--- src/verilog/pager_bin_pkg.sv ---
// Constants and carrier types for the transparent paging message parser.
package pager_bin_pkg;
    localparam int INFO_W = 21;
    localparam int CHAR_W = 4;
    // First word of every fragment.
    localparam int POS_K_LO = 0;
    localparam int K_W = 12;
    localparam int POS_C = 12;
    localparam int POS_F_LO = 13;
    localparam int POS_N_LO = 15;
    localparam int N_W = 6;
    // Second word of a first fragment.
    localparam int POS_R = 0;
    localparam int POS_M = 1;
    localparam int POS_D = 2;
    localparam int POS_H = 3;
    localparam int POS_B_LO = 4;
    localparam int POS_RSV_LO = 8;
    localparam int POS_SIG_LO = 13;
    // Checksum byte groups of an information field.
    localparam int GRP1_LO = 8;
    localparam int GRP2_LO = 16;
    localparam logic [1:0] FRAG_FIRST = 2'h3;
    localparam logic [3:0] BLK_BINARY = 4'h1;
    localparam logic [3:0] BLK_SIXTEEN = 4'h0;
    localparam logic [4:0] BITS_SIXTEEN = 5'h10;
    localparam logic [4:0] RSV_DEFAULT = 5'h00;
    localparam logic [4:0] WORD_BITS = 5'h15;
    localparam logic [1:0] IDX_CTRL = 2'h0;
    localparam logic [1:0] IDX_HDR = 2'h1;
    localparam logic [1:0] IDX_DATA = 2'h2;

    typedef enum logic [1:0] {
        ST_IDLE  = 2'b00,
        ST_SHIFT = 2'b01,
        ST_CHECK = 2'b10
    } state_t;

    typedef struct packed {
        logic              valid;
        logic              first;
        logic              last;
        logic [INFO_W-1:0] info;
    } word_in_t;

    typedef struct packed {
        logic       valid;
        logic       retrieval;
        logic       mail_drop;
        logic       rtl;
        logic       is_header;
        logic       char_mode;
        logic [3:0] blk_code;
        logic [4:0] bits_per_char;
        logic [4:0] reserved;
        logic [7:0] signature;
    } hdr_out_t;

    typedef struct packed {
        logic              valid;
        logic [CHAR_W-1:0] data;
    } char_out_t;

    typedef struct packed {
        logic           done;
        logic           final_frag;
        logic           first_frag;
        logic           sum_err;
        logic           frag_err;
        logic           sig_err;
        logic           error;
        logic           header_link;
        logic [N_W-1:0] msg_num;
        logic [1:0]     frag_num;
    } status_t;
endpackage : pager_bin_pkg

--- src/verilog/paging_binary_message_parser.sv ---
// Parser for transparent paging messages: headers, characters, fill and checks.
`timescale 1ns/100ps
`default_nettype none
module paging_binary_message_parser
    import pager_bin_pkg::*;
(
    input  wire logic     REF_CLK,
    input  wire logic     ARST_N,
    input  wire word_in_t WORD_IN,
    output var  logic     WORD_READY,
    output var  hdr_out_t HDR_OUT,
    output var  char_out_t CHAR_OUT,
    output var  status_t  STATUS
);
    function automatic logic [4:0] fill_len(input logic [INFO_W-1:0] w);
        logic [4:0] n;
        n = '0;
        for (int i = 0; i < INFO_W; i++) begin
            if (w[i] != w[INFO_W-1]) begin
                n = 5'(i + 1);
            end
        end
        return n;
    endfunction : fill_len

    function automatic logic [1:0] next_frag(input logic [1:0] f);
        return (f == 2'h2 || f == FRAG_FIRST) ? 2'h0 : 2'(f + 2'h1);
    endfunction : next_frag

    state_t            state_q, state_d;
    logic [1:0]        widx_q, widx_d;
    logic              ffirst_q, ffirst_d;
    logic              act_q, act_d;
    logic [1:0]        fexp_q, fexp_d;
    logic [1:0]        fnum_q, fnum_d;
    logic [N_W-1:0]    num_q, num_d;
    logic              cont_q, cont_d;
    logic [K_W-1:0]    k_q, k_d;
    logic [7:0]        sig_q, sig_d;
    logic [INFO_W-1:0] sh_q, sh_d;
    logic [4:0]        left_q, left_d;
    logic              lastw_q, lastw_d;
    logic              pol_q, pol_d;
    logic [3:0]        nib_q, nib_d;
    logic [1:0]        nbit_q, nbit_d;
    logic [3:0]        low_q, low_d;
    logic              hlow_q, hlow_d;
    logic [7:0]        ssum_q, ssum_d;
    logic              ferr_q, ferr_d;
    logic              ishdr_q, ishdr_d;
    logic              hpend_q, hpend_d;
    logic [N_W-1:0]    hnum_q, hnum_d;
    hdr_out_t          hdr_d;
    char_out_t         chr_d;
    status_t           stat_d;
    logic              acc, hdr_acc, data_acc, ctrl_acc;
    logic [3:0]        ch;
    logic [7:0]        sig_fin;
    logic [K_W-1:0]    chk_sum;
    logic [INFO_W-1:0] sum_word;

    assign acc      = WORD_IN.valid && WORD_READY;
    assign ctrl_acc = acc && widx_q == IDX_CTRL;
    assign hdr_acc  = acc && widx_q == IDX_HDR && ffirst_q;
    assign data_acc = acc && !ctrl_acc && !hdr_acc;
    // The checksum field itself counts as zero in its own sum.
    assign sum_word = ctrl_acc ? {WORD_IN.info[INFO_W-1:K_W], {K_W{1'b0}}} : WORD_IN.info;

    word_sum u_word_sum (
        .clk   (REF_CLK),
        .rst_n (ARST_N),
        .load  (ctrl_acc),
        .add   (acc && !ctrl_acc),
        .word  (sum_word),
        .sum_q (chk_sum)
    );

    always_comb begin
        state_d = state_q;  widx_d = widx_q;  ffirst_d = ffirst_q;  act_d = act_q;
        fexp_d = fexp_q;    fnum_d = fnum_q;  num_d = num_q;        cont_d = cont_q;
        k_d = k_q;          sig_d = sig_q;    sh_d = sh_q;          left_d = left_q;
        lastw_d = lastw_q;  pol_d = pol_q;    nib_d = nib_q;        nbit_d = nbit_q;
        low_d = low_q;      hlow_d = hlow_q;  ssum_d = ssum_q;      ferr_d = ferr_q;
        ishdr_d = ishdr_q;  hpend_d = hpend_q; hnum_d = hnum_q;
        hdr_d = HDR_OUT;
        hdr_d.valid = 1'b0;
        chr_d = '0;
        stat_d = '0;
        stat_d.msg_num = STATUS.msg_num;
        stat_d.frag_num = STATUS.frag_num;
        ch = {sh_q[0], nib_q[3:1]};
        sig_fin = ssum_q + (hlow_q ? {4'h0, low_q} : 8'h00);
        case (state_q)
            ST_IDLE: begin
                if (ctrl_acc) begin
                    fnum_d = WORD_IN.info[POS_F_LO +: 2];
                    num_d = WORD_IN.info[POS_N_LO +: N_W];
                    if (!act_q) begin
                        // A new message: the sequence must open on the first number.
                        ffirst_d = 1'b1;
                        ferr_d = fnum_d != FRAG_FIRST;
                        ssum_d = '0;
                        hlow_d = 1'b0;
                        nbit_d = '0;
                        ishdr_d = 1'b0;
                    end else begin
                        ffirst_d = 1'b0;
                        ferr_d = ferr_q || fnum_d != fexp_q || num_d != num_q;
                    end
                    fexp_d = next_frag(fnum_d);
                    cont_d = WORD_IN.info[POS_C];
                    k_d = WORD_IN.info[POS_K_LO +: K_W];
                    act_d = 1'b1;
                    widx_d = IDX_HDR;
                    if (WORD_IN.last) begin
                        state_d = ST_CHECK;
                    end
                end else if (hdr_acc) begin
                    hdr_d.valid = 1'b1;
                    hdr_d.retrieval = WORD_IN.info[POS_R];
                    hdr_d.mail_drop = WORD_IN.info[POS_M];
                    hdr_d.blk_code = WORD_IN.info[POS_B_LO +: 4];
                    hdr_d.char_mode = hdr_d.blk_code != BLK_BINARY;
                    hdr_d.rtl = WORD_IN.info[POS_D] && hdr_d.char_mode;
                    hdr_d.is_header = WORD_IN.info[POS_H];
                    hdr_d.bits_per_char = (hdr_d.blk_code == BLK_SIXTEEN) ?
                        BITS_SIXTEEN : {1'b0, hdr_d.blk_code};
                    hdr_d.reserved = WORD_IN.info[POS_RSV_LO +: 5];
                    hdr_d.signature = WORD_IN.info[POS_SIG_LO +: 8];
                    sig_d = hdr_d.signature;
                    ishdr_d = hdr_d.is_header;
                    widx_d = IDX_DATA;
                    if (WORD_IN.last) begin
                        state_d = ST_CHECK;
                    end
                end else if (data_acc) begin
                    // The last word carries data only below its fill; a uniform
                    // last word is pure fill and contributes no bits.
                    sh_d = WORD_IN.info;
                    left_d = WORD_IN.last ? fill_len(WORD_IN.info) : WORD_BITS;
                    lastw_d = WORD_IN.last;
                    pol_d = WORD_IN.info[INFO_W-1];
                    widx_d = IDX_DATA;
                    if (left_d != 5'h00) begin
                        state_d = ST_SHIFT;
                    end else if (WORD_IN.last) begin
                        state_d = ST_CHECK;
                    end
                end
            end
            ST_SHIFT: begin
                sh_d = sh_q >> 1;
                left_d = left_q - 5'h01;
                nib_d = ch;
                nbit_d = nbit_q + 2'h1;
                if (nbit_q == 2'h3) begin
                    chr_d.valid = 1'b1;
                    chr_d.data = ch;
                    if (hlow_q) begin
                        ssum_d = ssum_q + {ch, low_q};
                        hlow_d = 1'b0;
                    end else begin
                        low_d = ch;
                        hlow_d = 1'b1;
                    end
                end
                if (left_q == 5'h01) begin
                    state_d = lastw_q ? ST_CHECK : ST_IDLE;
                end
            end
            ST_CHECK: begin
                // Bits short of a whole character at a fragment end are fill.
                nbit_d = '0;
                widx_d = IDX_CTRL;
                stat_d.done = 1'b1;
                stat_d.final_frag = !cont_q;
                stat_d.first_frag = ffirst_q;
                stat_d.msg_num = num_q;
                stat_d.frag_num = fnum_q;
                stat_d.sum_err = K_W'(~chk_sum) != k_q;
                stat_d.frag_err = ferr_q;
                if (!cont_q) begin
                    // A lone trailing character forms a byte with a zero upper nibble.
                    stat_d.sig_err = 8'(~sig_fin) != sig_q;
                    stat_d.header_link = hpend_q && !ishdr_q && num_q == hnum_q;
                    hpend_d = ishdr_q;
                    hnum_d = num_q;
                    act_d = 1'b0;
                    hlow_d = 1'b0;
                end
                stat_d.error = stat_d.sum_err || stat_d.sig_err || stat_d.frag_err;
                state_d = ST_IDLE;
            end
            default: begin
                state_d = ST_IDLE;
            end
        endcase
    end

    always_ff @(posedge REF_CLK or negedge ARST_N) begin
        if (!ARST_N) begin
            state_q <= ST_IDLE;  widx_q <= IDX_CTRL; ffirst_q <= 1'b0; act_q <= 1'b0;
            fexp_q <= FRAG_FIRST; fnum_q <= '0;      num_q <= '0;      cont_q <= 1'b0;
            k_q <= '0;           sig_q <= '0;       sh_q <= '0;       left_q <= '0;
            lastw_q <= 1'b0;     pol_q <= 1'b0;     nib_q <= '0;      nbit_q <= '0;
            low_q <= '0;         hlow_q <= 1'b0;    ssum_q <= '0;     ferr_q <= 1'b0;
            ishdr_q <= 1'b0;     hpend_q <= 1'b0;   hnum_q <= '0;
            WORD_READY <= 1'b0;
            HDR_OUT <= '0;
            CHAR_OUT <= '0;
            STATUS <= '0;
        end else begin
            state_q <= state_d;  widx_q <= widx_d;  ffirst_q <= ffirst_d; act_q <= act_d;
            fexp_q <= fexp_d;    fnum_q <= fnum_d;  num_q <= num_d;       cont_q <= cont_d;
            k_q <= k_d;          sig_q <= sig_d;    sh_q <= sh_d;         left_q <= left_d;
            lastw_q <= lastw_d;  pol_q <= pol_d;    nib_q <= nib_d;       nbit_q <= nbit_d;
            low_q <= low_d;      hlow_q <= hlow_d;  ssum_q <= ssum_d;     ferr_q <= ferr_d;
            ishdr_q <= ishdr_d;  hpend_q <= hpend_d; hnum_q <= hnum_d;
            WORD_READY <= state_d == ST_IDLE;
            HDR_OUT <= hdr_d;
            CHAR_OUT <= chr_d;
            STATUS <= stat_d;
        end
    end
endmodule : paging_binary_message_parser
`default_nettype wire

--- src/verilog/word_sum.sv ---
// Fragment checksum accumulator over the three byte groups of each word.
`timescale 1ns/100ps
`default_nettype none
module word_sum
    import pager_bin_pkg::*;
(
    input  wire logic              clk,
    input  wire logic              rst_n,
    input  wire logic              load,
    input  wire logic              add,
    input  wire logic [INFO_W-1:0] word,
    output var  logic [K_W-1:0]    sum_q
);
    logic [K_W-1:0] grp;
    logic [K_W-1:0] sum_d;

    always_comb begin
        grp = K_W'(word[GRP1_LO-1:0]) + K_W'(word[GRP2_LO-1:GRP1_LO])
            + K_W'(word[INFO_W-1:GRP2_LO]);
        sum_d = sum_q;
        if (load) begin
            sum_d = grp;
        end else if (add) begin
            sum_d = sum_q + grp;
        end
    end

    always_ff @(posedge clk or negedge rst_n) begin
        if (!rst_n) begin
            sum_q <= '0;
        end else begin
            sum_q <= sum_d;
        end
    end
endmodule : word_sum
`default_nettype wire
--- config.mk ---
export PLATFORM = sky130hd
export DESIGN_NAME = paging_binary_message_parser
export DESIGN_NICKNAME = d
export VERILOG_FILES = /design/src/verilog/pager_bin_pkg.sv /design/src/verilog/paging_binary_message_parser.sv /design/src/verilog/word_sum.sv
export SDC_FILE = /design/constraint.sdc
export NUM_CORES = 1
export LEC_CHECK = 0
export BUFFER_PORTS_ARGS = -buffer_cell sky130_fd_sc_hd__buf_2
export CAP_MARGIN = 10
export CORE_ASPECT_RATIO = 0.7
export CORE_MARGIN = 2
export CORE_UTILIZATION = 60
export CTS_BUF_LIST = sky130_fd_sc_hd__clkbuf_4 sky130_fd_sc_hd__clkbuf_8
export DETAILED_ROUTE_END_ITERATION = 8
export PLACE_DENSITY_LB_ADDON = 0.15
export SYNTH_ARGS = -nofsm -noshare
export SYNTH_HDL_FRONTEND = slang
export SYNTH_HIERARCHICAL = 1
export SYNTH_SLANG_ARGS = --single-unit
--- constraint.sdc ---
create_clock -name REF_CLK -period 12.8 [get_ports REF_CLK]
set_input_delay 1.92 -clock REF_CLK [delete_from_list [all_inputs] [get_ports REF_CLK]]
set_output_delay 1.92 -clock REF_CLK [all_outputs]
set_load 0.02 [all_outputs]
==> results of run 1 <==
-- power by group --
part / leakage (nW) / internal (mW) / switching, mW
clock: 0.185 / 0.166 / 0.186
combinational: 2.49 / 0.308 / 0.421
sequential: 1.91 / 0.573 / 0.120
-- state kept, by name, summed over array words and instances, names as in the netlist, 2 cells and up --
signal,cells
nib_q,3
left_q,5
low_q,4
hnum_q,6
fnum_q,2
HDR_OUT,20
num_q,6
fexp_q,2
STATUS,16
ssum_q,8
sh_q,21
widx_q,2
sig_q,8
u_word_sum/sum_q,12
k_q,12
state_q,2
CHAR_OUT,5
nbit_q,2
-- worst max-delay path: cells and delay by family --
family	cells	cell delay, ps
compound gates	5	1220
mux	1	380
fa+ha+maj	3	1190
buf+inv	3	1050
xor+xnor	1	200
simple gates	3	1240
-- kinds of logic after synthesis --
kind of cell    count (synthesis)  synth area share [%]
mux                            38                  5.05
fa+ha+maj                      46                  7.74
compound gates                190                  14.8
simple gates                  349                  19.6
xor+xnor                       52                  5.48
buf+inv                        71                  3.55
flops                         145                  43.7
-- area by class of cell --
class | instances | area, µm² | area share (%)
Clock buffer | 20 | 269 | 2.94
Sequential cell | 145 | 3630 | 39.7
Multi-Input combinational cell | 675 | 4380 | 47.9
Inverter | 24 | 90.1 | 0.984
Tap cell | 185 | 231 | 2.53
Timing Repair Buffer | 82 | 440 | 4.81
Clock inverter | 12 | 106 | 1.16
Antenna cell | 1 | 2.50 | 0.0273
-- worst min-delay path by stage --
stage / end / slack, ps / startpoint / cells past startpoint
after floorplan: STATUS[0] / 430 / fnum_q[0] / 2
after global placement: STATUS[1] / 450 / fnum_q[1] / 2
after detailed placement: STATUS[0] / 460 / fnum_q[0] / 2
after CTS: STATUS[0] / 470 / fnum_q[0] / 2
after global routing: STATUS[0] / 490 / fnum_q[0] / 2
final: STATUS[0] / 450 / fnum_q[0] / 2
-- layer usage --
layer / global-route usage, % / up-vias / routed length, µm
met2: 48.9 / 343 / 9650
met5: 0 / - / 0
met4: 9.78 / 0 / 349
met1: 42.4 / 3399 / 9610
met3: 8.39 / 54 / 1770
li1: - / 3195 / -
-- through the flow --
stage | std cells | instance area (µm²) | hold WS (ps) | util [%] | setup slack (ps)
detailed placement | 1110 | 8760 | 458 | 65.6 | 5670
CTS | 1142 | 9140 | 465 | 68.4 | 6110
global route | 1143 | 9150 | 492 | 68.5 | 5670
finish | 1144 | 9150 | 453 | 68.5 | 5940
global placement | 1110 | 8760 | 449 | 65.6 | 5800
floorplan | 891 | 8310 | 433 | - | 6830
-- cells in the final DEF, fill, tap and decap left out, drive strengths merged, types with 4 or more instances in the layout --
cell / synthesis / routed
o21ai: 72 / 72
a21oi: 30 / 30
nor3: 20 / 20
nor3b: 6 / 6
dfrtp: 143 / 143
buf: 4 / 82
or3: 6 / 6
nand2: 170 / 170
or2: 5 / 5
nand2b: 11 / 11
nand4: 8 / 8
nor2: 48 / 48
nor2b: 19 / 19
mux2: 31 / 31
o21bai: 5 / 5
clkinvlp: 0 / 4
o211ai: 6 / 6
a22oi: 21 / 21
mux2i: 7 / 7
a31oi: 9 / 9
xor2: 33 / 33
a211oi: 5 / 5
a21o: 10 / 10
nand3: 19 / 19
and2: 16 / 16
ha: 37 / 37
clkbuf: 43 / 20
xnor2: 19 / 19
fa: 9 / 9
inv: 23 / 26
clkinv: 1 / 5
and3: 10 / 10
==> results.md, run 1 <==
* Run status: finished, final reports clean
* Die X-Extent at 145 µm
* Most used standard cell by instance count after synthesis: sky130_fd_sc_hd__nand2_1
* Pin count of the biggest net entering global routing at 78
* Post-synth EDFFs at 0
* Clock sinks at 145
* Max Slew Vio Count at 0
* Max Freq at 146 MHz
* Clock tree from TritonCTS: done
* Highest fanout seen on the critical path at 29
* Areal power density over the cells at 194 nW/µm²
* Final cycle utilization of the critical path at between 50% and 60%
* Largest area contributor in the synthesized netlist: sky130_fd_sc_hd__dfrtp_1
* CP dominant cell by count: sky130_fd_sc_hd__ha_1
* First-pass GRT wire length at about 35,000 µm
* # H-tree levels at 4
* Most frequent cells after synthesis: 170 x sky130_fd_sc_hd__nand2_1, 143 x sky130_fd_sc_hd__dfrtp_1, 67 x sky130_fd_sc_hd__o21ai_0
* Setup violations, final at 0
* Layout Nets at 1,017
* Syn_area_per_cell at 9.32 µm²
* Worst R2R Setup Slack at 6980 ps
* Clock network latency to the later pin of the worst-skew pair at roughly 460 ps
* Drt wl/cell at 18.7 µm
* Area contributors post-synth: sky130_fd_sc_hd__dfrtp_1 43%, sky130_fd_sc_hd__nand2_1 7.7%, sky130_fd_sc_hd__ha_1 5.6%
* Normalized max-slew margin at 38.8%
* Synth Flop Type: sky130_fd_sc_hd__dfrtp_1
* Critical Path Start: WORD_IN[23]
* Antenna violations before repair at 1
* Remaining global-route overflow at 0
* Clock buffer count from CTS at 17
* Number of nets with antenna violations after detailed routing at 0
* Fraction of final layout cells with drive strength greater than 1 at between 15 and 20%
* Setup repair after global routing missed its margin: false
* Core Footprint at 13,400 µm²
* Crit path kind: in2reg
* Cell count after synthesis at 891
* Iter 0 DRT Violations at 611
* Placement Rows at 35
* Average vias per placed instance at a little over 6
* Element type at the critical path start: input port
* Post-synth cell types at between 70 and 80
* Fraction of registers with async set/reset at 100%
* GRT Util Overall at 31.0%
* Clock Pin Slew Worst Setup and Hold Paths at ~90 ps
* Proportion of netlist area held by the largest area contributor at 43.1%
* Post-detail-place hpwl at 14,900 µm
* Die height at 102 µm
* DRC violations left at 0
* Vias at 6,991
* Effective utilization at floorplan at 62.2%
* Setup tns final at 0 ps
* Die area at roughly 15,000 µm²
* Worst reg2reg startpoint: widx_q[0]
* Drt first pass iters at 7
* Count of cells resized by post-cts repair at 0
* Routed WL at between 20,000 and 25,000 µm
* Buffers inserted by post-CTS timing repair at 0
* Least-Margin Pin Slew at 918 ps
* Clock Tree Buf Depth at 2
* Total Power at 1.78 mW
* Fill cells at 1,082
* Root Buffer Master: sky130_fd_sc_hd__clkbuf_8
* Post-synthesis instance area at 8310 µm²
* Clock tree skew after final layout at 19.4 ps
* Number of maximum-capacitance constraint violations at 0
* Count of cells along the worst register-to-register path at 16
* End point of the critical path: u_word_sum/sum_q[8]
* Kind of path behind the tightest hold check: reg2reg
* Count of warnings emitted by yosys at 6
* Total of buffers placed on input and output ports at 74
* Data required time of the critical path at between 10,000 and 15,000 ps
* Seq cells post-synth at approximately 150
* Critical path endpoint category: register
* Post-synthesis sequential area ratio at 43.7%
* Last weighted congestion value of the routability-driven placer at ~0.9
* Arrival time worst endpoint at 7190 ps
* I/O pin total at 76
* Maximum resistive drop on vdd at 0.0000973 V
* Number of hold-slack violations in the final timing report at 0
* Critical Path Slowest Stage Cell: sky130_fd_sc_hd__clkinv_1
* Net count after synthesis at 963
* LEAKAGE at 4.58 nW
* Hold_buf cts at 0
* Ordered cell list for the critical path: buf_2 > nand3_1 > clkinv_1 > nor2_1 > fa_1 > ha_1 > a211oi_1 > o21bai_1 > a21oi_1 > xor2_1 > inv_1 > ha_1 > a21o_2 > nor4_1 > mux2_2 > a221o_1
* Maximum single-stage delay on the critical path at 840 ps
* Post-route minimum period at between 6000 and 7000 ps
* Reg2reg end: u_word_sum/sum_q[8]
* Via count of the first global-routing pass at 6,912
* Area growth, synth to finish at 10.2%
(Power assumes the default switching activity.)
==> inputs of run 2 (changes only) <==
--- a/config.mk
+++ b/config.mk
@@ -5,6 +5,7 @@
 export SDC_FILE = /design/constraint.sdc
 export NUM_CORES = 1
 export LEC_CHECK = 0
+export ABC_AREA = 1
 export BUFFER_PORTS_ARGS = -buffer_cell sky130_fd_sc_hd__buf_2
 export CAP_MARGIN = 10
 export CORE_ASPECT_RATIO = 0.7
==> constraint.sdc (replaced) <==
create_clock -name REF_CLK -period 7.1 [get_ports REF_CLK]
set_input_delay 1.065 -clock REF_CLK [delete_from_list [all_inputs] [get_ports REF_CLK]]
set_output_delay 1.065 -clock REF_CLK [all_outputs]
set_load 0.02 [all_outputs]
==> results.md, run 2 <==
* Synth Area in Simple Gates at about 23%
* Cell family with most CP delay: adder cells
* Fraction of the mapped netlist area in compound gates at 11.6%
* Clock Pin Slew Worst Setup and Hold Paths at 100 ps
* Data required time of the critical path at 7440 ps
* Most frequent cells after synthesis: 260 x sky130_fd_sc_hd__nand2_1, 143 x sky130_fd_sc_hd__dfrtp_1, 122 x sky130_fd_sc_hd__inv_1
* Final cycle utilization of the critical path at between 60% and 70%
* Kind of path behind the tightest hold check: reg2reg
* Die X-Extent at 143 µm
* Setup violations, final at 0
* Total buffers and inverters traversed by the critical path at 6
* Die area at 14,400 µm²
* Synth Flop Type: sky130_fd_sc_hd__dfrtp_1
* Most used standard cell by instance count after synthesis: sky130_fd_sc_hd__nand2_1
* Number of hold-slack violations in the final timing report at 0
* Clock network latency to the later pin of the worst-skew pair at 460 ps
* LEAKAGE at 4.77 nW
* Clock buffer count from CTS at 17
* Power share of the clock group at 16.3%
* Maximum resistive drop on vdd at 0.000200 V
* Post-route minimum period at ~4500 ps
* Critical path endpoint category: register
* Arrival time worst endpoint at roughly 4900 ps
* Hold_buf cts at 0
* Least-Margin Pin Slew at around 1000 ps
* Via count of the first global-routing pass at about 6,200
* Fraction of registers with async set/reset at 100%
* Post-synthesis sequential area ratio at approximately 45%
* Final core utilization at between 60% and 70%
* First-pass GRT wire length at approximately 32,000 µm
* Crit path kind: in2reg
* Area after detailed placement at 8610 µm²
* Largest area contributor in the synthesized netlist: sky130_fd_sc_hd__dfrtp_1
* Comb pwr share at 49.0%
* Fraction of the mapped netlist area in adder cells at a little under 8%
* GRT Util Overall at 29.1%
* Ordered cell list for the critical path: buf_2 > nand2_1 > inv_1 > nand2_1 > inv_1 > nor2_1 > inv_1 > fa_1 > inv_1 > ha_1 > fa_1 > nand3_1 > nand2_1 > xor2_1 > ha_1 > nand2_1 > inv_1 > a21oi_1 > nand2_2 > nand2_2 > nand3_1 > nand3_1 > nand2_1
* Root Buffer Master: sky130_fd_sc_hd__clkbuf_8
* Count of cells resized by post-cts repair at 0
* Syn_area_per_cell at approximately 8.1 µm²
* Layout Nets at between 1,000 and 1,500
* # H-tree levels at 4
* Clock tree from TritonCTS: done
* Effective utilization at floorplan at 61.4%
* Drt first pass iters at 5
* Post-synth cell types at between 50 and 60
* Max Freq at 220 MHz
* Setup tns final at 0 ps
* Die height at 101 µm
* Registers with the most flip-flops: sh_q: 21 flops, HDR_OUT: 20 flops, STATUS: 16 flops
* Iter 0 DRT Violations at 607
* Highest fanout seen on the critical path at 17
* Buffers inserted by post-CTS timing repair at 0
* Switching power as a share of total power at approximately 47%
* Post-synth EDFFs at 0
* Max Slew Vio Count at 0
* Register bank with the most flops: sh_q
* Area contributors post-synth: sky130_fd_sc_hd__dfrtp_1 44%, sky130_fd_sc_hd__nand2_1 12%, sky130_fd_sc_hd__ha_1 5.7%
* Setup ws final at 2560 ps
* Vias at 6,845
* Average vias per placed instance at 5.39
* Last weighted congestion value of the routability-driven placer at around 0.90
* I/O pin total at between 70 and 80
* Largest register FFs at 21
* Seq cells post-synth at 145
* Core Footprint at about 13,000 µm²
* Placement Rows at 35
* Most common library cell in the layout ignoring fill and taps: sky130_fd_sc_hd__nand2_1
* Clock sinks at approximately 150
* Proportion of netlist area held by the largest area contributor at between 40% and 50%
* Total of buffers placed on input and output ports at 74
* Setup repair after global routing missed its margin: false
* Net count after synthesis at 1,071
* Areal power density over the cells at 456 nW/µm²
* Number of maximum-capacitance constraint violations at 0
* Most frequent cells in the layout: 260 x sky130_fd_sc_hd__nand2_1, 143 x sky130_fd_sc_hd__dfrtp_1, 122 x sky130_fd_sc_hd__inv_1, 114 x sky130_fd_sc_hd__nor2_1, 77 x sky130_fd_sc_hd__o21ai_0
* DRC violations left at 0
* Cell count after synthesis at 999
* Normalized max-slew margin at a little under a third
* Maximum single-stage delay on the critical path at 530 ps
* Drt wl/cell at ~15 µm
* Post-synthesis instance area at 8090 µm²
* Fraction of final layout cells with drive strength greater than 1 at 12.1%
* Antenna violations before repair at 0
* Run status: finished, final reports clean
* Clock tree skew after final layout at 20.3 ps
* Cell-internal power at 2.17 mW
* Number of nets with antenna violations after detailed routing at 0
* Area growth, synth to finish at 11.6%
* Portion of total power attributed to sequential cells at 34.7%
* Post-detail-place hpwl at 14,500 µm
* Pin count of the biggest net entering global routing at 78
* Psw at 1.94 mW
* Clock Tree Buf Depth at 2
* Xor/xnor share of the synthesized area at 5.49%
* Remaining global-route overflow at 0
* Final design area excluding fillers at 9030 µm²
* Multiplexer area fraction after synthesis at 0%
* Routed WL at 19,600 µm
* Setup Slack @ Placement at 2150 ps
* ANT cells at 0
* Critical Path Slowest Stage Cell: sky130_fd_sc_hd__fa_1
* Count of warnings emitted by yosys at 6
* Largest family of logic cells by synthesized area: simple AND/OR/NAND/NOR gates
* Element type at the critical path start: input port
[run 2: power by group through the flow]
| stage | registers (mW) | logic (mW) | clock network (mW) |
|---|---|---|---|
| global placement | 1.43 | 1.93 | 0 |
| detailed placement | 1.43 | 1.98 | 0 |
| global route | 1.47 | 2.29 | 0.712 |
| floorplan | 1.49 | 1.40 | 0 |
| finish | 1.43 | 2.02 | 0.670 |
| CTS | 1.42 | 2.00 | 0.676 |
[run 2: final timing paths]
kind                        startpoint                   to  slack (ps)  cells past startpoint
setup / recovery           WORD_IN[23]  u_word_sum/sum_q[9]        2560                     23
hold / removal             HDR_OUT[15]          HDR_OUT[15]         480                      2
setup reg to reg            WORD_READY  u_word_sum/sum_q[9]        2890                     22
hold reg to reg            HDR_OUT[15]          HDR_OUT[15]         480                      2
max in group asynchronous       ARST_N           state_q[1]        5160                      2
min in group asynchronous       ARST_N              sh_q[7]         600                      1
[run 2: cell families (layout without fill, tap and decap cells)]
family	Yosys count	in the layout
DFF	145	145
AOI/OAI and AO/OA	162	162
buffers and inverters	151	238
and+or+nand+nor	446	446
adders and majority gates	46	46
xor gates and xnor gates	49	49
[run 2: worst min-delay path, delay by kind of cell (launching register included)]
family           cells  cell delay [ps]
AND/OR/NAND/NOR      2               90
flip-flops           1              360
[run 2: cell type report]
type | count | area, µm²
clock buffer | 17 | 234
sequential | 145 | 3630
clock inverter | 15 | 186
inverter | 127 | 477
timing repair buffer | 79 | 414
multi-input combinational | 703 | 3850
fill | 1112 | 4160
tap | 185 | 231
[run 2: through the flow]
step / total power, mW / hold WS (ps) / std cells
finish: 4.12 / 481 / 1271
global route: 4.47 / 505 / 1271
CTS: 4.10 / 482 / 1271
detailed placement: 3.42 / 457 / 1239
global placement: 3.36 / 451 / 1239
floorplan: 2.88 / 450 / 999
[run 2: routing by layer]
layer / global-route usage, % / part of all wire, %
met1: 47.5 / 51
met5: 0 / 0
met2: 39.3 / 39
met3: 5.96 / 7.8
met4: 7.16 / 1.2
